### src/design/hmr_map.svh
// Register offsets, field positions, reset values and codes of the readout
`ifndef HMR_MAP_SVH
`define HMR_MAP_SVH

// ==========================================================
// Register offsets
`define HMR_READING_BASE     8'h20
`define HMR_READING_LAST     8'h27
`define HMR_REMOTE1_READING  8'h25
`define HMR_INTERNAL_READING 8'h26
`define HMR_REMOTE2_READING  8'h27
`define HMR_STATUS_FIRST     8'h41
`define HMR_STATUS_SECOND    8'h42
`define HMR_VOLTAGE_ID       8'h43
`define HMR_LIMIT_BASE       8'h44
`define HMR_LIMIT_LAST       8'h53
`define HMR_INTERNAL_LOW     8'h50
`define HMR_INTERNAL_HIGH    8'h51
`define HMR_DIODE_ENABLE     8'h7d

// ==========================================================
// First status register fields
`define HMR_S1_V25           0
`define HMR_S1_VCCP          1
`define HMR_S1_VCC           2
`define HMR_S1_V5            3
`define HMR_S1_INTERNAL      4
`define HMR_S1_REMOTE1       5
`define HMR_S1_REMOTE2       6

// ==========================================================
// Second status register fields
`define HMR_S2_V12           0
`define HMR_S2_FAULT1        1
`define HMR_S2_FAULT2        2

// ==========================================================
// Diode enable fields
`define HMR_EN_REMOTE1       0
`define HMR_EN_REMOTE2       1

// ==========================================================
// Codes and reset values
`define HMR_NOMINAL_CODE     8'hc0
`define HMR_FAULT_CODE       8'h80
`define HMR_DISABLED_CODE    8'h00
`define HMR_READING_RST      8'h00
`define HMR_VLOW_RST         8'h00
`define HMR_VHIGH_RST        8'hff
`define HMR_TLOW_RST         8'h81
`define HMR_THIGH_RST        8'h7f
`define HMR_ENABLE_RST       2'b11
`define HMR_VID_WIDTH        5

`endif

### src/design/hmr_pkg.sv
// Types shared by the readout modules
package hmr_pkg;

	// ==========================================================
	// Conversion channels, in reading register order
	typedef enum logic [2:0]
	{
		HMR_CH_V25,
		HMR_CH_VCCP,
		HMR_CH_VCC,
		HMR_CH_V5,
		HMR_CH_V12,
		HMR_CH_REMOTE1,
		HMR_CH_INTERNAL,
		HMR_CH_REMOTE2
	} hmr_chan_e;

	typedef logic [7:0] hmr_byte_t;

endpackage

### src/design/hmr_limit_check.sv
// Window comparator of one reading against its low and high limits
`timescale 1ns/100ps

module hmr_limit_check
(
	input  wire logic [7:0] value,
	input  wire logic [7:0] low,
	input  wire logic [7:0] high,
	input  wire logic       is_signed,
	output logic            violation
);

	// ==========================================================
	// Compare
	always_comb
	begin
		if (is_signed)
			violation = ($signed(value) < $signed(low)) ||
				($signed(value) > $signed(high));
		else
			violation = (value < low) || (value > high);
	end

endmodule

### src/design/hmr_readout.sv
// Hardware monitor readout: readings, limit checks, status and voltage ID
`timescale 1ns/100ps
`include "hmr_map.svh"

// Operation
// - Nominal supply input reads 192, except core
// - Store voltage result, then compare with limits
// - Out-of-limit voltage sets its status bit
// - Capture voltage ID inputs at 43h
// - Internal temperature stored signed at 26h
// - Internal temperature checked against 50h, 51h
// - Remote one at 25h, remote two 27h
// - Remote limit violation sets bit in 41h
// - Per-diode fault bit in 42h on short/open
// - Faulty diode reading replaced by 80h
// - Fault code trips remote limit error normally
// - Signed degrees, 81h..7Fh; 80h means error
// - Zones: remote one, internal, remote two
// - Negative-to-ground fault keeps conversion result
// - Disabled diode: no fault bit, loads 00h
// - Status read clears bits unless condition persists
module hmr_readout
#(
	parameter int VID_WIDTH = `HMR_VID_WIDTH
)
(
	input  wire logic                   mclk,
	input  wire logic                   rst_n,
	input  wire logic                   conv_valid,
	input  wire hmr_pkg::hmr_chan_e     conv_channel,
	input  wire logic [7:0]             conv_data,
	input  wire logic                   remote1_fault,
	input  wire logic                   remote1_fault_neg_gnd,
	input  wire logic                   remote2_fault,
	input  wire logic                   remote2_fault_neg_gnd,
	input  wire logic [VID_WIDTH-1:0]   voltage_id_inputs,
	input  wire logic [7:0]             reg_addr,
	input  wire logic [7:0]             reg_wdata,
	input  wire logic                   reg_wr,
	input  wire logic                   reg_rd,
	output logic [7:0]                  reg_rdata,
	output logic [7:0]                  zone1_temp,
	output logic [7:0]                  zone2_temp,
	output logic [7:0]                  zone3_temp
);

	// ==========================================================
	// Reset release
	logic       rst_meta_n;
	logic       rst_sync_n;

	always_ff @(posedge mclk or negedge rst_n)
	begin
		if (!rst_n)
		begin
			rst_meta_n <= 1'b0;
			rst_sync_n <= 1'b0;
		end
		else
		begin
			rst_meta_n <= 1'b1;
			rst_sync_n <= rst_meta_n;
		end
	end

	// ==========================================================
	// Pin synchronisers
	// A pin change is taken once the second and third stages agree,
	// which rejects a single-cycle glitch.
	localparam int PINS = VID_WIDTH + 4;

	logic [PINS-1:0] pin_raw;
	logic [PINS-1:0] pin_s1;
	logic [PINS-1:0] pin_s2;
	logic [PINS-1:0] pin_s3;
	logic [PINS-1:0] pin_stable;
	logic [PINS-1:0] next_pin_stable;

	assign pin_raw = {voltage_id_inputs, remote2_fault_neg_gnd,
		remote2_fault, remote1_fault_neg_gnd, remote1_fault};

	always_comb
	begin
		next_pin_stable = (pin_s2 & pin_s3) | (pin_stable & (pin_s2 | pin_s3));
	end

	always_ff @(posedge mclk or negedge rst_sync_n)
	begin
		if (!rst_sync_n)
		begin
			pin_s1     <= '0;
			pin_s2     <= '0;
			pin_s3     <= '0;
			pin_stable <= '0;
		end
		else
		begin
			pin_s1     <= pin_raw;
			pin_s2     <= pin_s1;
			pin_s3     <= pin_s2;
			pin_stable <= next_pin_stable;
		end
	end

	logic flt1;
	logic flt1_ng;
	logic flt2;
	logic flt2_ng;

	assign flt1    = pin_stable[0];
	assign flt1_ng = pin_stable[1];
	assign flt2    = pin_stable[2];
	assign flt2_ng = pin_stable[3];

	// ==========================================================
	// Register state
	logic [7:0]           reading [0:7];
	logic [7:0]           next_reading [0:7];
	logic [7:0]           lim_low [0:7];
	logic [7:0]           next_lim_low [0:7];
	logic [7:0]           lim_high [0:7];
	logic [7:0]           next_lim_high [0:7];
	logic [7:0]           status1;
	logic [7:0]           next_status1;
	logic [7:0]           status2;
	logic [7:0]           next_status2;
	logic [7:0]           vid_reg;
	logic [7:0]           next_vid_reg;
	logic [1:0]           diode_en;
	logic [1:0]           next_diode_en;
	logic [7:0]           next_reg_rdata;
	logic [7:0]           viol;
	logic [7:0]           cond1;
	logic [7:0]           cond2;
	logic                 fault1_bit;
	logic                 fault2_bit;

	// ==========================================================
	// Limit comparators on stored readings
	// Channels from the remote diode upward hold temperatures.
	for (genvar i = 0; i < 8; i++)
	begin : g_chk
		hmr_limit_check u_chk
		(
			.value     (reading[i]),
			.low       (lim_low[i]),
			.high      (lim_high[i]),
			.is_signed (i >= int'(hmr_pkg::HMR_CH_REMOTE1)),
			.violation (viol[i])
		);
	end

	// ==========================================================
	// Helpers
	function automatic logic is_limit(input logic [7:0] a);
		is_limit = (a >= `HMR_LIMIT_BASE) && (a <= `HMR_LIMIT_LAST);
	endfunction

	function automatic logic [2:0] limit_index(input logic [7:0] a);
		logic [7:0] d;
		d = a - `HMR_LIMIT_BASE;
		limit_index = d[3:1];
	endfunction

	// Remote diode result, with fault substitution
	function automatic logic [7:0] remote_value(
		input logic [7:0] data,
		input logic       fault,
		input logic       neg_gnd,
		input logic       enabled);
		remote_value = data;
		if (fault && !neg_gnd)
		begin
			if (enabled)
				remote_value = `HMR_FAULT_CODE;
			else
				remote_value = `HMR_DISABLED_CODE;
		end
	endfunction

	// ==========================================================
	// Fault and limit conditions
	always_comb
	begin
		fault1_bit = flt1 && diode_en[`HMR_EN_REMOTE1];
		fault2_bit = flt2 && diode_en[`HMR_EN_REMOTE2];
		cond1 = '0;
		cond1[`HMR_S1_V25]      = viol[hmr_pkg::HMR_CH_V25];
		cond1[`HMR_S1_VCCP]     = viol[hmr_pkg::HMR_CH_VCCP];
		cond1[`HMR_S1_VCC]      = viol[hmr_pkg::HMR_CH_VCC];
		cond1[`HMR_S1_V5]       = viol[hmr_pkg::HMR_CH_V5];
		cond1[`HMR_S1_INTERNAL] = viol[hmr_pkg::HMR_CH_INTERNAL];
		cond1[`HMR_S1_REMOTE1]  = viol[hmr_pkg::HMR_CH_REMOTE1];
		cond1[`HMR_S1_REMOTE2]  = viol[hmr_pkg::HMR_CH_REMOTE2];
		cond2 = '0;
		cond2[`HMR_S2_V12]      = viol[hmr_pkg::HMR_CH_V12];
		cond2[`HMR_S2_FAULT1]   = fault1_bit;
		cond2[`HMR_S2_FAULT2]   = fault2_bit;
	end

	// ==========================================================
	// Next register values
	always_comb
	begin
		next_reading  = reading;
		next_lim_low  = lim_low;
		next_lim_high = lim_high;
		next_diode_en = diode_en;
		next_vid_reg  = '0;
		next_vid_reg[VID_WIDTH-1:0] = pin_stable[PINS-1:4];

		// Whole byte lands in one edge, so reads never see a mix
		if (conv_valid)
		begin
			case (conv_channel)
				hmr_pkg::HMR_CH_REMOTE1:
					next_reading[conv_channel] = remote_value(conv_data,
						flt1, flt1_ng, diode_en[`HMR_EN_REMOTE1]);
				hmr_pkg::HMR_CH_REMOTE2:
					next_reading[conv_channel] = remote_value(conv_data,
						flt2, flt2_ng, diode_en[`HMR_EN_REMOTE2]);
				hmr_pkg::HMR_CH_INTERNAL:
					next_reading[conv_channel] = conv_data;
				default:
					next_reading[conv_channel] = conv_data;
			endcase
		end

		if (reg_wr && is_limit(reg_addr))
		begin
			if (reg_addr[0])
				next_lim_high[limit_index(reg_addr)] = reg_wdata;
			else
				next_lim_low[limit_index(reg_addr)] = reg_wdata;
		end
		if (reg_wr && reg_addr == `HMR_DIODE_ENABLE)
			next_diode_en = reg_wdata[1:0];

		// A read clears, but a present condition sets again at once
		if (reg_rd && reg_addr == `HMR_STATUS_FIRST)
			next_status1 = cond1;
		else
			next_status1 = status1 | cond1;
		if (reg_rd && reg_addr == `HMR_STATUS_SECOND)
			next_status2 = cond2;
		else
			next_status2 = status2 | cond2;

		next_reg_rdata = reg_rdata;
		if (reg_rd)
		begin
			next_reg_rdata = 8'h00;
			if (reg_addr >= `HMR_READING_BASE && reg_addr <= `HMR_READING_LAST)
				next_reg_rdata = reading[reg_addr[2:0]];
			else if (is_limit(reg_addr))
				next_reg_rdata = reg_addr[0] ? lim_high[limit_index(reg_addr)]
					: lim_low[limit_index(reg_addr)];
			else if (reg_addr == `HMR_STATUS_FIRST)
				next_reg_rdata = status1;
			else if (reg_addr == `HMR_STATUS_SECOND)
				next_reg_rdata = status2;
			else if (reg_addr == `HMR_VOLTAGE_ID)
				next_reg_rdata = vid_reg;
			else if (reg_addr == `HMR_DIODE_ENABLE)
				next_reg_rdata = {6'h00, diode_en};
		end
	end

	// ==========================================================
	// Registers
	always_ff @(posedge mclk or negedge rst_sync_n)
	begin
		if (!rst_sync_n)
		begin
			for (int i = 0; i < 8; i++)
			begin
				reading[i]  <= `HMR_READING_RST;
				lim_low[i]  <= (i >= 5) ? `HMR_TLOW_RST : `HMR_VLOW_RST;
				lim_high[i] <= (i >= 5) ? `HMR_THIGH_RST : `HMR_VHIGH_RST;
			end
			status1   <= 8'h00;
			status2   <= 8'h00;
			vid_reg   <= 8'h00;
			diode_en  <= `HMR_ENABLE_RST;
			reg_rdata <= 8'h00;
		end
		else
		begin
			reading   <= next_reading;
			lim_low   <= next_lim_low;
			lim_high  <= next_lim_high;
			status1   <= next_status1;
			status2   <= next_status2;
			vid_reg   <= next_vid_reg;
			diode_en  <= next_diode_en;
			reg_rdata <= next_reg_rdata;
		end
	end

	// ==========================================================
	// Zone temperatures for fan control
	assign zone1_temp = reading[hmr_pkg::HMR_CH_REMOTE1];
	assign zone2_temp = reading[hmr_pkg::HMR_CH_INTERNAL];
	assign zone3_temp = reading[hmr_pkg::HMR_CH_REMOTE2];

endmodule

### config.mk
export PLATFORM = sky130hd
export DESIGN_NAME = hmr_readout
export DESIGN_NICKNAME = d
export VERILOG_FILES = /design/src/design/hmr_pkg.sv /design/src/design/hmr_limit_check.sv /design/src/design/hmr_readout.sv
export VERILOG_INCLUDE_DIRS = /design/src /design/src/design
export SDC_FILE = /design/constraint.sdc
export NUM_CORES = 1
export LEC_CHECK = 0
export BUFFER_PORTS_ARGS = -buffer_cell sky130_fd_sc_hd__buf_2
export CORE_MARGIN = 1.5
export CORE_UTILIZATION = 60
export CTS_BUF_LIST = sky130_fd_sc_hd__clkbuf_2 sky130_fd_sc_hd__clkbuf_4 sky130_fd_sc_hd__clkbuf_8
export CTS_CLUSTER_DIAMETER = 120
export DETAILED_ROUTE_END_ITERATION = 8
export PLACE_DENSITY = 0.78
export SKIP_CTS_REPAIR_TIMING = 1
export SYNTH_ARGS = -nofsm -noshare
export SYNTH_HDL_FRONTEND = slang
export SYNTH_SLANG_ARGS = --single-unit
### constraint.sdc
create_clock -name mclk -period 15.7 [get_ports mclk]
set_clock_uncertainty 0.05 [all_clocks]
set_input_delay 3.925 -clock mclk [delete_from_list [all_inputs] [get_ports mclk]]
set_output_delay 3.925 -clock mclk [all_outputs]
set_load 0.005 [all_outputs]
---- Word level (Yosys, flattened, before mapping) ----
Index checks and enable logic that the tools add are counted.
word-level totals
  input bits .............................. 41
  word-level logic and storage cells ...... 137
  register bits after elaboration ......... 261
cells by class
  multiplexer cells ....................... 36
  bitwise operators ....................... 10
  equal/unequal tests ..................... 6
  $add $sub $neg .......................... 1
  $lt $le $gt $ge ......................... 25
  reductions and logical operators ........ 24
operators by type and width
  kind                                                             count
  bitwise mux 64 bit                                               5
  two-way mux 8 bit                                                23
  case mux 64 bit (2 select lines)                                 1
  binary-select mux 8 bit (select 3 bit)                           3
  greater-than comparator 8 bit                                    8
  < comparator 8 bit                                               8
  demux 8 bit (select 3 bit)                                       2
  == test 8 x 7 -> 1 bit (second input constant)                   4
  bitwise AND 9 bit                                                2
  OR 9 bit                                                         2
  >= comparator 4 bit (second input constant)                      3
  logical AND 1 bit                                                12
  NOT 3 -> 4 bit                                                   3
  >= comparator 8 x 6 -> 1 bit (second input constant)             1
  >= comparator 8 x 7 -> 1 bit (second input constant)             1
  less-or-equal comparator 8 x 6 -> 1 bit (second input constant)  1
  less-or-equal comparator 8 x 7 -> 1 bit (second input constant)  1
  logical OR 1 bit                                                 8
  < comparator 4 x 1 -> 1 bit (second input constant)              2
  OR 8 x 3 -> 8 bit                                                1
  OR 8 x 7 -> 8 bit                                                1
  == test 3 bit (second input constant)                            2
  two-way mux 5 bit                                                1
  AND reduction 2 bit                                              2
  4 further kinds                                                  5

---- Logic depth before layout (Yosys ltp) ----
  word-level depth ........................ 8
  gate-level depth with buffers ........... 14

---- By module ----
A second synthesis with hierarchy kept.
second synthesis, totals
  cells, all modules ...................... 1256
  area total of the unflattened synthesis .. 15110.7 sq um
by module, submodules not included
  module           cells an instance  seq. area each (sq um)  instances  area each (sq um)
  hmr_readout      776                6467.5                  1          11577.4
  hmr_limit_check  60                 0.0                     8          441.7

---- Worst setup path before layout ----
No wires, ideal clock.
  path type ............................... input port to flip-flop
  start point ............................. in reg_addr[2]
  end point ............................... reg reg_rdata[7]
  buffers on the path ..................... 7
  stages on the path ...................... 14
  setup slack ............................. 8.688 ns
  arrival time ............................ 6.826 ns
  library setup time ...................... 0.137 ns
  cell sequence ........................... clkbuf_1 buf_2 inv_1 clkbuf_1 ha_1 buf_2 buf_2 buf_2 buf_2 mux4_2 nand2_1 nand3_1 a32oi_1 a21oi_1
between the ends
  word-level cells in the longest chain between the ends .. 8
  elaborated cells between the ends (all ways) .. 25
  classes of those cells .................. 1 x add/sub; 4 x order compare; 2 x eq/ne; 14 x mux; 2 x bitwise; 2 x reduce/logical
ends and longest elaborated chain
  what                                                              line                                    source
  start, declared                                                   hmr_readout.sv:37                       input wire logic [7:0] reg_addr,
  subtractor 4 x 3 -> 4 bit (no line)                               n/a
  NOT 3 -> 4 bit (implied by the code)                              hmr_readout.sv:256, hmr_readout.sv:257
  binary-select mux 8 bit (select 3 bit), on equally long branches  hmr_readout.sv:257, hmr_readout.sv:256
  two-way mux 8 bit, on equally long branches (2 in a row)          hmr_readout.sv:257, hmr_readout.sv:256
  two-way mux 8 bit                                                 hmr_readout.sv:256                      next_reg_rdata = reg_addr[0] ? lim_high[limit_index(reg_addr)]
  two-way mux 8 bit                                                 hmr_readout.sv:255                      else if (is_limit(reg_addr))
  two-way mux 8 bit (*)                                             hmr_readout.sv:253                      if (reg_addr >= `HMR_READING_BASE && reg_addr <= `HMR_READING_LAST)
  end signal, assigned                                              hmr_readout.sv:296                      reg_rdata <= next_reg_rdata;
  end, declared                                                     hmr_readout.sv:41                       output logic [7:0] reg_rdata,
Every way passes the cells marked *; elsewhere a longest branch is shown, timed or not. The select of a mux whose other input is x is not followed.
A chain may end at the register's enable or synchronous reset.

---- Final worst setup path ----
  start point ............................. in reg_addr[2]
  end point ............................... reg lim_high[16] in the netlist's numbering
between the ends
  word-level cells in the longest chain between the ends .. 7
  elaborated cells between the ends (all ways) .. 13
  classes of those cells .................. 1 x add/sub; 4 x order compare; 3 x mux; 1 x bitwise; 4 x reduce/logical
ends and longest elaborated chain
  what                                                                                             line                source
  subtractor 4 x 3 -> 4 bit (no line)                                                              n/a
  NOT 3 -> 4 bit (implied by the code)                                                             hmr_readout.sv:232  next_lim_high[limit_index(reg_addr)] = reg_wdata;
  >= comparator 4 bit (implied by the code) / < comparator 4 x 1 -> 1 bit (equally long branches)  hmr_readout.sv:232
  logical AND 1 bit (implied by the code)                                                          hmr_readout.sv:232
  two-way mux 8 bit (implied by the code)                                                          hmr_readout.sv:232
  demux 8 bit (select 3 bit)                                                                       hmr_readout.sv:232
  bitwise mux 64 bit                                                                               hmr_readout.sv:232
  end signal, assigned by index                                                                    hmr_readout.sv:279  lim_high[i] <= (i >= 5) ? `HMR_THIGH_RST : `HMR_VHIGH_RST;
  end signal, assigned                                                                             hmr_readout.sv:291  lim_high <= next_lim_high;
  end, declared                                                                                    hmr_readout.sv:121  logic [7:0] lim_high [0:7];
Several ways; a longest one is shown, not always the timed one.

==> out/results.tsv <==
metric	value	unit
total CTS buffers	45	
syn_nets	1365	
# rows	55	
Critical Path End Type	flop	
Post-Synthesis Cell Area	14100	µm²
Arr. time, crit path	7460	ps
IO Port Bufs	72	
Post-DP HPWL	30410	µm
VDD IR max	0.07721	mV
Area contributors post-synth	dfrtp_1 33%, dfstp_2 13%, mux2_2 12%	
met1 WL	16620	µm
RSZ-0062 raised after global routing	no	
layout cells sized above 1	33.89	%
area grow syn2layout	11.96	%
maximum buffer depth of the clock tree	3	
Setup Total Neg Slack	0	ps
nets@finish	1452	
ys flop type	dfrtp_1	
CP required	16190	ps
post-synthesis sequential area ratio	45.88	%
fraction of registers with async set/reset	100.0	%
Final Max Tran Viols	0	
CTS tree	built	
DR WL met3	4511	µm
clk_lat worst skew	600	ps
Regs by FF count	lim_high: 64 flops, lim_low: 64 flops, reading: 40 flops	
starting density of the core	61.70	%
most frequent cells in the layout	185 x dfrtp_1, 146 x mux2_2, 131 x inv_1, 124 x ha_1, 96 x nand2_1	
die area	24420	µm²
drt pass-1 iters	5	
Sink Count	255	
post-synthesis register bit count	255	
final setup fails	0	
min-delay worst type	flop to flop	
Core Area	22850	µm²
Lkg Pwr	7.152	nW
clock tree root buffer cell	clkbuf_8	
period utilization	44.41	%
DRC	0	
synthesized instance count	1199	
htree depth	2	
CP max stage delay	800	ps
largest net degree at the start of global routing	77	
clk slew on worst S/H paths	60	ps
Slowest cell on crit path	or4_1	
gr usage total	36.31	%
Die Y	156.3	µm
Slew @ Worst Pin	1081	ps
Critical Path Fanout Max	44	
Netlist cell types	57	
area leader, netlist	dfrtp_1	
chip width	156.3	µm
Final Wtd Congestion	0.9782	
final wirelength	42080	µm
Rel. slew slack	27.55	%
maxcap violations	0	
Final Hold Viols	0	
drt wl/cell	25.74	µm
antenna cell count	0	
vias in the first global route	10690	
fmax	0.1434	GHz
met2 WL post-DR	18490	µm
EDFF count, synth	0	
Iter 0 DRT Violations	1112	
post-route ant nets	0	
DR vias/cell	6.355	
pwr dens	120.3	nW/µm²
total number of vias	10390	
startpoint class of the critical path	primary input	
min Tclk post-route	6973	ps
share of the synthesized area in the top cell type	33.02	%
first-pass GRT wire length	64490	µm
crit path kind	primary input to flop	
CP Cell Sequence	buf_2 -> buf_4 -> inv_1 -> ha_1 -> inv_1 -> a2111oi_2 -> or4_1 -> nor3_2 -> mux2_2	
Yosys warning count	0	
Mean Syn Cell Area	11.76	µm²
worst reg-to-reg setup slack	13040	ps
most common cell after layout, fill and taps aside	dfrtp_1	
max layer used	met4	
grt total ovfl	0	
status	finished clean	
Hold Slack	299.4	ps
num ports	73	
most used cell, CP	inv_1	
initial antenna violation count	1	
power breakdown:
part	internal [mW]	switching [mW]
clock	0.403	0.287
sequential	0.736	0.0930
combinational	0.178	0.201
total	1.32	0.581
kinds of logic after synthesis:
| kind of cell | share of synthesized area [%] |
|---|---|
| fa+ha+maj | 11.73 |
| compound gates | 9.480 |
| mux | 20.16 |
| buf+inv | 4.713 |
| flops | 45.88 |
| simple gates | 8.007 |
| other cells | 0.02660 |
area by class of cell:
cell class	instances	area, µm²
Timing Repair Buffer	81	427.9
Multi-Input combinational cell	772	6972
Inverter	131	491.7
Fill cell	1685	7064
Clock inverter	9	116.4
Tap cell	313	391.6
Sequential cell	255	6471
Clock buffer	74	912.1
final timing paths:
| check | startpoint | cells past startpoint | to |
|---|---|---|---|
| max in group asynchronous | rst_n | 1 | rst_sync_n |
| setup reg to reg | rst_sync_n | 2 | lim_low[30] |
| hold / removal | pin_s1[1] | 0 | pin_s2[1] |
| min in group asynchronous | rst_sync_n | 0 | vid_reg[2] |
| setup / recovery | reg_addr[2] | 9 | lim_high[16] |
| hold reg to reg | pin_s1[1] | 0 | pin_s2[1] |
synth_stat cells, types with 8 or more instances:
library cell,number
inv_1,131
dfstp_2,69
maj3_1,9
buf_2,12
nor2_1,27
nand3_1,22
o21bai_1,12
ha_1,125
nor2b_1,8
a211oi_1,9
mux2_2,146
a21o_1,15
mux2i_1,15
a22o_1,9
nor2_4,8
clkbuf_1,26
dfrtp_1,186
mux4_2,43
a31oi_1,12
nor3_1,13
o21ai_0,74
nand2_1,96
a21oi_1,34
nand2b_1,11
metrics by stage:
| step | power (mW) | utilization [%] | area (µm²) | cells | worst slack (ps) |
|---|---|---|---|---|---|
| floorplan | 1.055 | - | 14100 | 1199 | 8138 |
| global placement | 1.185 | 64.58 | 14750 | 1552 | 8188 |
| detailed placement | 1.205 | 64.58 | 14750 | 1552 | 8107 |
| CTS | 1.895 | 69.08 | 15780 | 1635 | 8723 |
| global route | 1.983 | 69.08 | 15780 | 1635 | 8508 |
| finish | 1.898 | 69.08 | 15780 | 1635 | 8728 |
layer usage:
metal  vias to the layer above  global-route usage, %
li1                       4487                      -
met2                       605                  54.16
met3                       143                  8.890
met1                      5156                  49.05
met5                         -                      0
met4                         0                  20.09
worst max-delay path, delay by kind of cell:
family,cells,cell delay [ps]
compound gates,1,60
simple gates,2,1560
mux,1,410
buf+inv,4,1140
fa+ha+maj,1,320
Note: power is estimated with default switching activity, not from simulation.
